<file path="src/shared/iam_pkg.sv">
`default_nettype none
package iam_pkg;
  // ==========================================================
  // register map
  localparam int ADDR_W = 12;
  localparam int DATA_W = 32;
  localparam int BE_W = 4;
  localparam logic [ADDR_W-1:0] OFF_CLK_FP_ACT = 12'h00C;
  localparam logic [ADDR_W-1:0] OFF_LINK_ACT = 12'h010;
  localparam logic [BE_W-1:0] BE_NONE_N = 4'hF;
  // ==========================================================
  // field layout of the clock / frame pulse register
  localparam int CLK_FP_W = 12;
  localparam int BIT_SYS_CLK = 0;
  localparam int BIT_TX_PAT = 1;
  localparam int BIT_RX_FAST_FP = 2;
  localparam int BIT_TX_FAST_FP = 3;
  localparam int BIT_RX_FP = 4;
  localparam int BIT_TX_FP = 8;
  localparam int NUM_FP = 4;
  // ==========================================================
  // field layout of the link register
  localparam int LINK_W = 16;
  localparam int BIT_RX_GRP = 0;
  localparam int BIT_TX_GRP = 8;
  localparam int NUM_GRP = 8;
  localparam int GRP_LINES = 4;
  localparam int NUM_LINES = 32;
  localparam int LINES_PER_HV = 8;
  localparam int TX_HV_GRPS = 4;
  localparam int TX_FAST_GRP = 7;
  localparam logic [CLK_FP_W-1:0] CLK_FP_RST = 12'h000;
  localparam logic [LINK_W-1:0] LINK_RST = 16'h0000;
endpackage : iam_pkg
`default_nettype wire

</file>
<file path="src/hdl/iam_activity_monitor.sv">
// Functional notes
// - flags set on input activity, held until read; a read clears its register
// - write to clock/frame register pulses the counter interval trigger
// - writes never alter the clock/frame activity flags
// - byte enables ignored; all enables off means no access, nothing cleared
// - bit 0 set by a rising edge of the system clock input
// - bit 1 set by a rising edge of the test-pattern data input
// - bit 2 set when rx fast frame pulse seen low then high
// - bit 3 set when tx fast frame pulse seen low then high
// - bits 4-7 set by rx frame pulse n low then high on clock n
// - bits 8-11 set by tx frame pulse n low then high on clock n
// - link register holds rx groups in 7:0, tx groups in 15:8
// - rx group set when its four lines seen low and high on line clocks
// - rx group also set via its four lines on hmvip clock g/2
// - rx group also set via its lowest line on the fast data clock
// - rx group 7 uses lines 28-31, hmvip clock 3, line 28
// - tx group set by all four line clocks; groups 0-3 also by hmvip clock g, group 7 also by fast clock
`default_nettype none
module iam_activity_monitor
  import iam_pkg::*;
(
  input wire logic clk, // 40 MHz register clock
  input wire logic sys_rst, // sync reset, active high
  input wire logic [iam_pkg::ADDR_W-1:0] regAddr, // byte address
  input wire logic regRd, // read strobe, one cycle
  input wire logic regWr, // write strobe, one cycle
  input wire logic [iam_pkg::BE_W-1:0] regByteEnN, // byte enables, low active
  output logic [iam_pkg::DATA_W-1:0] regRdData_ff, // read data
  output logic regRdValid_ff, // read data valid pulse
  output logic performanceCountersTransfer_ff, // interval end pulse
  input wire logic systemClockInput, // monitored system clock
  input wire logic txPatternDataInput, // test-pattern data
  input wire logic rxFastFramepulseInput, // rx 8M frame pulse
  input wire logic rxFastFramepulseClock, // rx 8M frame pulse clock
  input wire logic txFastFramepulseInput, // tx 8M frame pulse
  input wire logic txFastFramepulseClock, // tx 8M frame pulse clock
  input wire logic [iam_pkg::NUM_FP-1:0] rxFramepulseInputs, // rx pulses
  input wire logic [iam_pkg::NUM_FP-1:0] rxHmvipClocks, // rx hmvip clocks
  input wire logic [iam_pkg::NUM_FP-1:0] txFramepulseInputs, // tx pulses
  input wire logic [iam_pkg::NUM_FP-1:0] txHmvipClocks, // tx hmvip clocks
  input wire logic [iam_pkg::NUM_LINES-1:0] rxData, // rx line data
  input wire logic [iam_pkg::NUM_LINES-1:0] rxLineClocks, // rx line clocks
  input wire logic rxFastDataClock, // rx 8M data clock
  input wire logic [iam_pkg::NUM_LINES-1:0] txLineClocks, // tx line clocks
  input wire logic txFastDataClock // tx 8M data clock
);
  import iam_pkg::*;

  // ==========================================================
  // helpers
  function automatic logic [NUM_GRP-1:0] groupAll(
    input logic [NUM_LINES-1:0] seen
  );
    logic [NUM_GRP-1:0] res;
    res = '0;
    for (int g = 0; g < NUM_GRP; g++) begin
      res[g] = &seen[g*GRP_LINES +: GRP_LINES];
    end
    return res;
  endfunction : groupAll

  // ==========================================================
  // state
  logic [CLK_FP_W-1:0] clkFpFlags_ff, nxt_clkFpFlags;
  logic [LINK_W-1:0] linkFlags_ff, nxt_linkFlags;
  logic prevSys_ff, prevPat_ff, prevRxFc_ff, prevTxFc_ff;
  logic prevRxFd_ff, prevTxFd_ff;
  logic [NUM_FP-1:0] prevRxHv_ff, prevTxHv_ff;
  logic [NUM_LINES-1:0] prevRxLc_ff, prevTxLc_ff;
  logic lowRxFast_ff, nxt_lowRxFast, lowTxFast_ff, nxt_lowTxFast;
  logic [NUM_FP-1:0] lowRxFp_ff, nxt_lowRxFp, lowTxFp_ff, nxt_lowTxFp;
  logic [NUM_LINES-1:0] lcLo_ff, nxt_lcLo, lcHi_ff, nxt_lcHi;
  logic [NUM_LINES-1:0] hvLo_ff, nxt_hvLo, hvHi_ff, nxt_hvHi;
  logic [NUM_GRP-1:0] fdLo_ff, nxt_fdLo, fdHi_ff, nxt_fdHi;
  logic [NUM_LINES-1:0] txSeen_ff, nxt_txSeen;
  logic [DATA_W-1:0] nxt_rdData;
  logic nxt_rdValid, nxt_xfer;
  logic access, rdClkFp, rdLink, wrClkFp;
  logic [CLK_FP_W-1:0] evtClkFp;
  logic [LINK_W-1:0] evtLink;
  logic [NUM_FP-1:0] rxHvFall, txHvFall, rxHvRise, txHvRise;
  logic rxFcFall, txFcFall, fdRise, lcRise, hvRise;
  logic [NUM_GRP-1:0] rxGrpLc, rxGrpHv, txGrpLc;

  always_comb begin
    access = (regRd | regWr) && (regByteEnN != BE_NONE_N);
    rdClkFp = access && regRd && (regAddr == OFF_CLK_FP_ACT);
    rdLink = access && regRd && (regAddr == OFF_LINK_ACT);
    wrClkFp = access && regWr && (regAddr == OFF_CLK_FP_ACT);
    rxHvFall = prevRxHv_ff & ~rxHmvipClocks;
    txHvFall = prevTxHv_ff & ~txHmvipClocks;
    rxHvRise = rxHmvipClocks & ~prevRxHv_ff;
    txHvRise = txHmvipClocks & ~prevTxHv_ff;
    rxFcFall = prevRxFc_ff & ~rxFastFramepulseClock;
    txFcFall = prevTxFc_ff & ~txFastFramepulseClock;
    fdRise = rxFastDataClock & ~prevRxFd_ff;
    evtClkFp = '0;
    evtClkFp[BIT_SYS_CLK] = systemClockInput & ~prevSys_ff;
    evtClkFp[BIT_TX_PAT] = txPatternDataInput & ~prevPat_ff;
    // rx fast pulse low then high
    evtClkFp[BIT_RX_FAST_FP] = rxFcFall & lowRxFast_ff & rxFastFramepulseInput;
    nxt_lowRxFast = (lowRxFast_ff & ~rdClkFp)
                  | (rxFcFall & ~rxFastFramepulseInput);
    // tx fast pulse low then high
    evtClkFp[BIT_TX_FAST_FP] = txFcFall & lowTxFast_ff & txFastFramepulseInput;
    nxt_lowTxFast = (lowTxFast_ff & ~rdClkFp)
                  | (txFcFall & ~txFastFramepulseInput);
    for (int n = 0; n < NUM_FP; n++) begin
      evtClkFp[BIT_RX_FP+n] = rxHvFall[n] & lowRxFp_ff[n]
                            & rxFramepulseInputs[n];
      nxt_lowRxFp[n] = (lowRxFp_ff[n] & ~rdClkFp)
                     | (rxHvFall[n] & ~rxFramepulseInputs[n]);
      evtClkFp[BIT_TX_FP+n] = txHvFall[n] & lowTxFp_ff[n]
                            & txFramepulseInputs[n];
      nxt_lowTxFp[n] = (lowTxFp_ff[n] & ~rdClkFp)
                     | (txHvFall[n] & ~txFramepulseInputs[n]);
    end
    // seen state restarts on a read so a new interval needs new evidence
    for (int i = 0; i < NUM_LINES; i++) begin
      lcRise = rxLineClocks[i] & ~prevRxLc_ff[i];
      nxt_lcLo[i] = (lcLo_ff[i] & ~rdLink) | (lcRise & ~rxData[i]);
      nxt_lcHi[i] = (lcHi_ff[i] & ~rdLink) | (lcRise & rxData[i]);
      // shared hmvip clock, one per two groups
      hvRise = rxHvRise[i / LINES_PER_HV];
      nxt_hvLo[i] = (hvLo_ff[i] & ~rdLink) | (hvRise & ~rxData[i]);
      nxt_hvHi[i] = (hvHi_ff[i] & ~rdLink) | (hvRise & rxData[i]);
      nxt_txSeen[i] = (txSeen_ff[i] & ~rdLink)
                    | (txLineClocks[i] & ~prevTxLc_ff[i]);
    end
    for (int g = 0; g < NUM_GRP; g++) begin
      // lowest line on fast data clock
      nxt_fdLo[g] = (fdLo_ff[g] & ~rdLink) | (fdRise & ~rxData[g*GRP_LINES]);
      nxt_fdHi[g] = (fdHi_ff[g] & ~rdLink) | (fdRise & rxData[g*GRP_LINES]);
    end
    // next-state seen bits, so stale evidence cannot re-set a cleared flag
    rxGrpLc = groupAll(nxt_lcLo & nxt_lcHi);
    rxGrpHv = groupAll(nxt_hvLo & nxt_hvHi);
    txGrpLc = groupAll(nxt_txSeen);
    evtLink = '0;
    for (int g = 0; g < NUM_GRP; g++) begin
      evtLink[BIT_RX_GRP+g] = rxGrpLc[g] | rxGrpHv[g]
                            | (nxt_fdLo[g] & nxt_fdHi[g]);
      evtLink[BIT_TX_GRP+g] = txGrpLc[g];
    end
    for (int g = 0; g < TX_HV_GRPS; g++) begin
      evtLink[BIT_TX_GRP+g] = evtLink[BIT_TX_GRP+g] | txHvRise[g];
    end
    evtLink[BIT_TX_GRP+TX_FAST_GRP] = evtLink[BIT_TX_GRP+TX_FAST_GRP]
                                    | (txFastDataClock & ~prevTxFd_ff);
    nxt_clkFpFlags = (clkFpFlags_ff & ~{CLK_FP_W{rdClkFp}}) | evtClkFp;
    nxt_linkFlags = (linkFlags_ff & ~{LINK_W{rdLink}}) | evtLink;
    nxt_rdData = '0;
    if (rdClkFp) begin
      nxt_rdData = {{(DATA_W-CLK_FP_W){1'b0}}, clkFpFlags_ff};
    end else if (rdLink) begin
      nxt_rdData = {{(DATA_W-LINK_W){1'b0}}, linkFlags_ff};
    end
    nxt_rdValid = regRd;
    nxt_xfer = wrClkFp;
  end

  always_ff @(posedge clk) begin
    if (sys_rst) begin
      clkFpFlags_ff <= CLK_FP_RST;
      linkFlags_ff <= LINK_RST;
      {prevSys_ff, prevPat_ff, prevRxFc_ff, prevTxFc_ff} <= 4'h0;
      {prevRxFd_ff, prevTxFd_ff, lowRxFast_ff, lowTxFast_ff} <= 4'h0;
      {prevRxHv_ff, prevTxHv_ff, lowRxFp_ff, lowTxFp_ff} <= 16'h0000;
      {prevRxLc_ff, prevTxLc_ff, txSeen_ff} <= '0;
      {lcLo_ff, lcHi_ff, hvLo_ff, hvHi_ff, fdLo_ff, fdHi_ff} <= '0;
      regRdData_ff <= '0;
      regRdValid_ff <= 1'b0;
      performanceCountersTransfer_ff <= 1'b0;
    end else begin
      clkFpFlags_ff <= nxt_clkFpFlags;
      linkFlags_ff <= nxt_linkFlags;
      prevSys_ff <= systemClockInput;
      prevPat_ff <= txPatternDataInput;
      prevRxFc_ff <= rxFastFramepulseClock;
      prevTxFc_ff <= txFastFramepulseClock;
      prevRxFd_ff <= rxFastDataClock;
      prevTxFd_ff <= txFastDataClock;
      prevRxHv_ff <= rxHmvipClocks;
      prevTxHv_ff <= txHmvipClocks;
      prevRxLc_ff <= rxLineClocks;
      prevTxLc_ff <= txLineClocks;
      lowRxFast_ff <= nxt_lowRxFast;
      lowTxFast_ff <= nxt_lowTxFast;
      lowRxFp_ff <= nxt_lowRxFp;
      lowTxFp_ff <= nxt_lowTxFp;
      lcLo_ff <= nxt_lcLo;
      lcHi_ff <= nxt_lcHi;
      hvLo_ff <= nxt_hvLo;
      hvHi_ff <= nxt_hvHi;
      fdLo_ff <= nxt_fdLo;
      fdHi_ff <= nxt_fdHi;
      txSeen_ff <= nxt_txSeen;
      regRdData_ff <= nxt_rdData;
      regRdValid_ff <= nxt_rdValid;
      performanceCountersTransfer_ff <= nxt_xfer;
    end
  end
endmodule : iam_activity_monitor
`default_nettype wire

</file>
<file path="config.mk">
export PLATFORM = sky130hd
export DESIGN_NAME = iam_activity_monitor
export DESIGN_NICKNAME = d
export VERILOG_FILES = /design/src/shared/iam_pkg.sv /design/src/hdl/iam_activity_monitor.sv
export SDC_FILE = /design/constraint.sdc
export NUM_CORES = 1
export LEC_CHECK = 0
export BUFFER_PORTS_ARGS = -buffer_cell sky130_fd_sc_hd__buf_2
export CAP_MARGIN = 0
export CORE_MARGIN = 2
export CORE_UTILIZATION = 57
export DETAILED_ROUTE_END_ITERATION = 7
export GPL_TIMING_DRIVEN = 0
export PLACE_DENSITY = 0.88
export SLEW_MARGIN = 20
export SYNTH_ARGS = -nofsm -noshare
export SYNTH_HDL_FRONTEND = slang
export SYNTH_SLANG_ARGS = --single-unit
</file>
<file path="constraint.sdc">
create_clock -name clk -period 2.53 [get_ports clk]
set_input_delay 0.253 -clock clk [delete_from_list [all_inputs] [get_ports clk]]
set_output_delay 0.253 -clock clk [all_outputs]
set_load 0.005 [all_outputs]
</file>
== Word level (Yosys, flattened, before mapping) ==
Index checks and enable logic that the tools add are counted.
Cells by class
  multiplexer cells: 2
  $lt $le $gt $ge: 0
  equality and inequality tests: 3
  $add $sub $neg: 0
  reduce and logical (&&, ||, !) cells: 32
  multipliers: 0
  div/mod/pow operators: 0
  bitwise operators: 776
  shift operators: 0
Operators by type and width (count)
  bitwise AND 1 bit: 438
  bitwise OR 1 bit: 208
  inverter 1 bit: 114
  AND reduction 4 bit: 24
  bitwise AND 32 bit: 2
  2-to-1 mux 12 bit: 2
  bitwise AND 16 bit: 1
  bitwise AND 4 bit: 4
  inverter 16 bit: 1
  inverter 4 bit: 4
  bitwise OR 16 bit: 1
  bitwise AND 12 bit: 1
  equality test 12 x 4 -> 1 bit (second input constant): 1
  equality test 12 x 5 -> 1 bit (second input constant): 1
  inverter 12 bit: 1
  bitwise OR 12 bit: 1
  logical AND 1 bit: 6
  != test 4 bit (second input constant): 1
  OR reduction 3 bit: 1
  OR reduction 2 bit: 1
Storage, ports and cells
  RAM bits: 0
  memories: 0
  ROM bits: 0
  latch bits: 0
  output and inout bits: 34
  bits in registers: 326
  logic and storage cells: 841
  input port bits: 140

== Longest topological paths before layout ==
  depth in word-level cells: 12
  mapped depth: 10
  mapped depth without buffers: 6

== Least setup slack after synthesis ==
OpenSTA, ideal clock, no wires.
  path type: input-to-reg
  start: in regAddr[1] in the netlist's numbering
  end: reg linkFlags_ff[12]
  stages: 8
  path buffers: 4
  required time: 2.413 ns
  library setup time: 0.117 ns
  arrival: 1.750 ns
  slack: 0.662 ns
  cell sequence: nor4_1 > nand4_1 > or2_1 > clkbuf_1 > buf_2 > buf_6 > clkbuf_1 > a32o_1
On the way
  word-level cells in the longest chain between the ends: 7
  elaborated cells on any way between the ends: 15
  classes of those cells: eq/ne (1); bitwise (12); reduce/logical (2)
Ends and longest elaborated chain
  from (decl): line iam_activity_monitor.sv:24  | input wire logic [iam_pkg::ADDR_W-1:0] regAddr,
  equality test 12 x 5 -> 1 bit (*): line iam_activity_monitor.sv:88  | rdLink = access && regRd && (regAddr == OFF_LINK_ACT);
  logical AND 1 bit (*): line iam_activity_monitor.sv:88
  inverter 1 bit: line iam_activity_monitor.sv:127  | nxt_txSeen[i] = (txSeen_ff[i] & ~rdLink)
  bitwise AND 1 bit: line iam_activity_monitor.sv:127
  bitwise OR 1 bit: line iam_activity_monitor.sv:128  | | (txLineClocks[i] & ~prevTxLc_ff[i]);
  AND reduction 4 bit: line iam_activity_monitor.sv:57  | res[g] = &seen[g*GRP_LINES +: GRP_LINES];
  bitwise OR 16 bit (*): line iam_activity_monitor.sv:151  | nxt_linkFlags = (linkFlags_ff & ~{LINK_W{rdLink}}) | evtLink;
  to (signal assigned): line iam_activity_monitor.sv:176  | linkFlags_ff <= nxt_linkFlags;
  to (decl): line iam_activity_monitor.sv:65  | logic [LINK_W-1:0] linkFlags_ff, nxt_linkFlags;
Every way passes the cells marked *; elsewhere a longest branch is shown, timed or not.
A chain may end at the register's enable or synchronous reset.

== Worst setup path after layout ==
  start: in regRd
  end: reg hvLo_ff[7]
On the way
  word-level cells in the longest chain between the ends: 7
Ends and longest elaborated chain
  from (decl): line iam_activity_monitor.sv:25  | input wire logic regRd,
  bitwise OR 1 bit: line iam_activity_monitor.sv:86  | access = (regRd | regWr) && (regByteEnN != BE_NONE_N);
  logical AND 1 bit: line iam_activity_monitor.sv:86
  logical AND 1 bit (*) (2 in series): line iam_activity_monitor.sv:88
  inverter 1 bit (*): line iam_activity_monitor.sv:125  | nxt_hvLo[i] = (hvLo_ff[i] & ~rdLink) | (hvRise & ~rxData[i]);
  bitwise AND 1 bit (*): line iam_activity_monitor.sv:125
  bitwise OR 1 bit (*): line iam_activity_monitor.sv:125
  to (signal assigned): line iam_activity_monitor.sv:193  | hvLo_ff <= nxt_hvLo;
  to (decl): line iam_activity_monitor.sv:73  | logic [NUM_LINES-1:0] hvLo_ff, nxt_hvLo, hvHi_ff, nxt_hvHi;
Marks and branches as above.

==> impl_metrics.py <==
metrics = {
    "run_status": {
        "status": "completed",
    },
    "floorplan": {
        "ioPinCount": 174,
        "rows": 53,
        "start_util_pct": 57.9,
        "coreArea_um2": 21000,
        "die_w_um": 150,
        "die_area_um2": 22500,
        "die_h_um": 150,
    },
    "synthesis": {
        "ys_types": 47,
        "ys_warn_count": 0,
        "syn_inst": 1361,
        "syn_avg_cell_area_um2": 8.95,
        "ys_seq_area_share_pct": 51.0,
        "async_reset_ff_share_pct": 0,
        "netlist_area_um2": 12200,
        "ys_ff_latch": 310,
        "ys.flop_type": "dfxtp_1",
        "synth_edf_count": 0,
    },
    "timing": {
        "max_freq_ghz": 0.425,
        "timing.final.hold_violations": 0,
        "worst_slew_pin_slew_ns": 0.839,
        "final-max-slew-violation-count": 0,
        "rsz0062_at_grt": "false",
        "timing.final.crit_period_ns": 2.35,
        "skew_ns": 0.0117,
        "slew_headroom_pct": 44.1,
        "timing.final.crit_share_pct": 93.0,
        "setup_viol": 0,
    },
    "cts": {
        "cts-htree-levels": 1,
        "root_buffer": "clkbuf_16",
        "clk_path_buf_depth": 3,
        "clock-sinks": 310,
        "cts_tree": "built",
        "clkLatencyLatePin_ns": 0.56,
        "numCtsBuffers": 31,
        "clk_pin_slew_worst_paths_ns": 0.06,
    },
    "detailed_routing": {
        "dr_wl_met3_um": 4240,
        "wl_um": 40500,
        "wirelength_met1_um": 14900,
        "via_per_inst": 6.23,
        "drtPass1Iterations": 6,
        "post-route-drc-count": 0,
        "via_count": 12100,
        "postRouteAntennaNets": 0,
        "wire_per_inst_um": 20.8,
        "route.met2.wl_um": 18700,
        "drtIter0Drc": 1264,
        "top_layer": "met4",
    },
    "final_layout": {
        "area_growth_pct": 25.8,
        "final_cells": 1944,
        "layout.nets": 1784,
        "drive_above_1_share_pct": 15.3,
        "final_area_um2": 15300,
    },
    "critical_path": {
        "cp.required_ns": 3.01,
        "cp_top_family": "buffers and inverters",
        "critical-path-slowest-cell": "buf_1",
        "path_common_cell": "buf_2",
        "cp_cell_sequence": "buf_2 -> nand4bb_1 -> buf_6 -> or2_1 -> clkbuf_1 -> buf_2 -> buf_2 -> buf_1 -> a21oi_1 -> nor2_1",
        "cp.arrival_ns": 2.84,
        "crit_fanout": 10,
        "slowest_delay_ns": 0.57,
        "regToRegSetupSlack_ns": 0.57,
        "startpoint_type": "primary input",
        "crit_buf_inv": 6,
        "worstSetupPathType": "primary input to flip-flop",
        "worst_setup_path_end_kind": "flip-flop",
    },
    "global_routing": {
        "grtUsageTotal_pct": 34.9,
        "antenna_found_initial": 1,
        "grt_pass1_wl_um": 61400,
        "overflow": 0,
        "grt_max_degree": 16,
        "grt_pass1_vias": 11900,
    },
    "power_and_ir_drop": {
        "powerDensity_nw_per_um2": 762,
        "ir_drop_mv": 0.654,
        "p_leak_nw": 6.27,
    },
    "job": {
        "cap_violations": 0,
    },
    "place": {
        "portBuffers": 151,
        "place_area_um2": 13300,
        "gp_congestion": 0.948,
        "dpl.hpwl_um": 26200,
        "dp_cells": 1802,
    },
    "min_path": {
        "hold_path_class": "primary input to flip-flop",
    },
}
-- repair_timing --
item	CTS	global route
hold endpoints to repair	84	0
hold buffers	84	0
buffers inserted	0	0
resized for setup	0	0
-- registers in the layout (all words and copies together), names as in the netlist, 32 cells and up --
name	count
lcLo_ff	32
hvLo_ff	32
txSeen_ff	32
prevTxLc_ff	32
prevRxLc_ff	32
hvHi_ff	32
lcHi_ff	32
-- worst paths after layout --
| path | startpoint | to | cells after the start |
|---|---|---|---|
| worst max-delay path | regRd | hvLo_ff[7] | 10 |
| worst max register to register | prevRxLc_ff[19] | linkFlags_ff[4] | 6 |
| worst min-delay path | rxData[26] | hvHi_ff[26] | 3 |
| worst min register to register | clkFpFlags_ff[9] | clkFpFlags_ff[9] | 2 |
-- cells in the mapped netlist (2+ instances only) --
cell	number	area [um^2]
buf_4	19	143
nand4_1	9	56.3
a21o_1	11	82.6
a32o_1	17	170
nand2b_1	6	37.5
o2bb2ai_1	6	52.6
buf_6	5	56.3
nor3b_1	28	210
buf_1	7	26.3
a32oi_1	6	52.6
a21oi_1	164	821
or4_1	7	52.6
o211ai_1	14	105
and3_1	5	31.3
dfxtp_1	310	6210
o2111ai_1	15	131
nor2b_1	121	757
a22oi_1	48	360
a22o_1	9	78.8
o221ai_1	28	245
nand4b_1	10	87.6
clkbuf_1	56	210
a2111o_1	7	78.8
nor4_1	2	12.5
or3_1	9	56.3
buf_2	20	100
nand3b_1	22	165
nor2_1	221	830
nand3_1	45	225
inv_1	28	105
nor3_1	10	50.1
a31oi_1	7	43.8
o21ai_0	25	125
a21oi_2	6	52.6
o21ai_1	6	30.0
nand2_1	23	86.3
mux2i_1	8	80.1
and3b_1	3	26.3
and2_1	10	62.6
-- per-stage QoR --
stage | total power [mW] | TNS, ns | setup WS, ns | util, % | hold WS (ns)
floorplan | 6.07 | 0 | 0.662 | - | 0.381
global route | 12.0 | 0 | 0.190 | 72.9 | 0.0231
CTS | 11.6 | 0 | 0.330 | 72.9 | 0.000678
detailed placement | 6.47 | -9.02 | -0.229 | 63.4 | 0.444
global placement | 6.41 | -8.50 | -0.217 | 63.4 | 0.440
finish | 11.7 | 0 | 0.178 | 72.9 | 0.00874
-- metal layers --
| layer | up-vias | track usage, % |
|---|---|---|
| met5 | - | 0 |
| met4 | 0 | 23.8 |
| met3 | 194 | 7.61 |
| met2 | 814 | 56.0 |
| met1 | 5739 | 42.0 |
| li1 | 5360 | - |
-- report_power, final --
group | internal [mW] | leakage (nW) | switching [mW]
Combinational | 0.528 | 3.14 | 0.671
Sequential | 5.19 | 2.56 | 0.157
Clock | 3.17 | 0.565 | 1.95
-- area by class of cell --
class,count,area (um^2)
Antenna cell,1,2.50
Clock inverter,13,250
Fill cell,1512,5700
Inverter,28,105
Timing Repair Buffer,235,1600
Clock buffer,44,895
Sequential cell,310,6210
Tap cell,275,344
Multi-Input combinational cell,930,5370
Buffer,108,556
-- kinds of logic (layout without fill, tap and decap cells) --
| group | Yosys count | count (layout) | synth area share (%) |
|---|---|---|---|
| AO/OA/AOI/OAI | 371 | 371 | 20.1 |
| multiplexers | 8 | 8 | 0.658 |
| other | 1 | 17 | 0.0308 |
| AND/OR/NAND/NOR | 535 | 535 | 22.8 |
| buffers and inverters | 136 | 428 | 5.43 |
| flip-flops | 310 | 310 | 51.0 |
-- cells in the final DEF, fill, tap and decap left out, types with 15 or more instances in the layout --
master         instances
dfxtp_1              310
nor2_1               221
buf_2                171
a21oi_1              164
nor2b_1              121
dlygate4sd3_1         84
clkbuf_1              62
a22oi_1               48
nand3_1               45
clkbuf_16             31
inv_1                 28
nor3b_1               28
o221ai_1              28
o21ai_0               25
nand2_1               23
nand3b_1              22
buf_4                 19
a32o_1                17
conb_1                16
o2111ai_1             15
-- tightest hold or removal path: stages --
cell and delay (ns):
buf_2 0.13, a22oi_1 0.07, nor2_1 0.07
No activity file was read; power rests on OpenSTA's default activity.
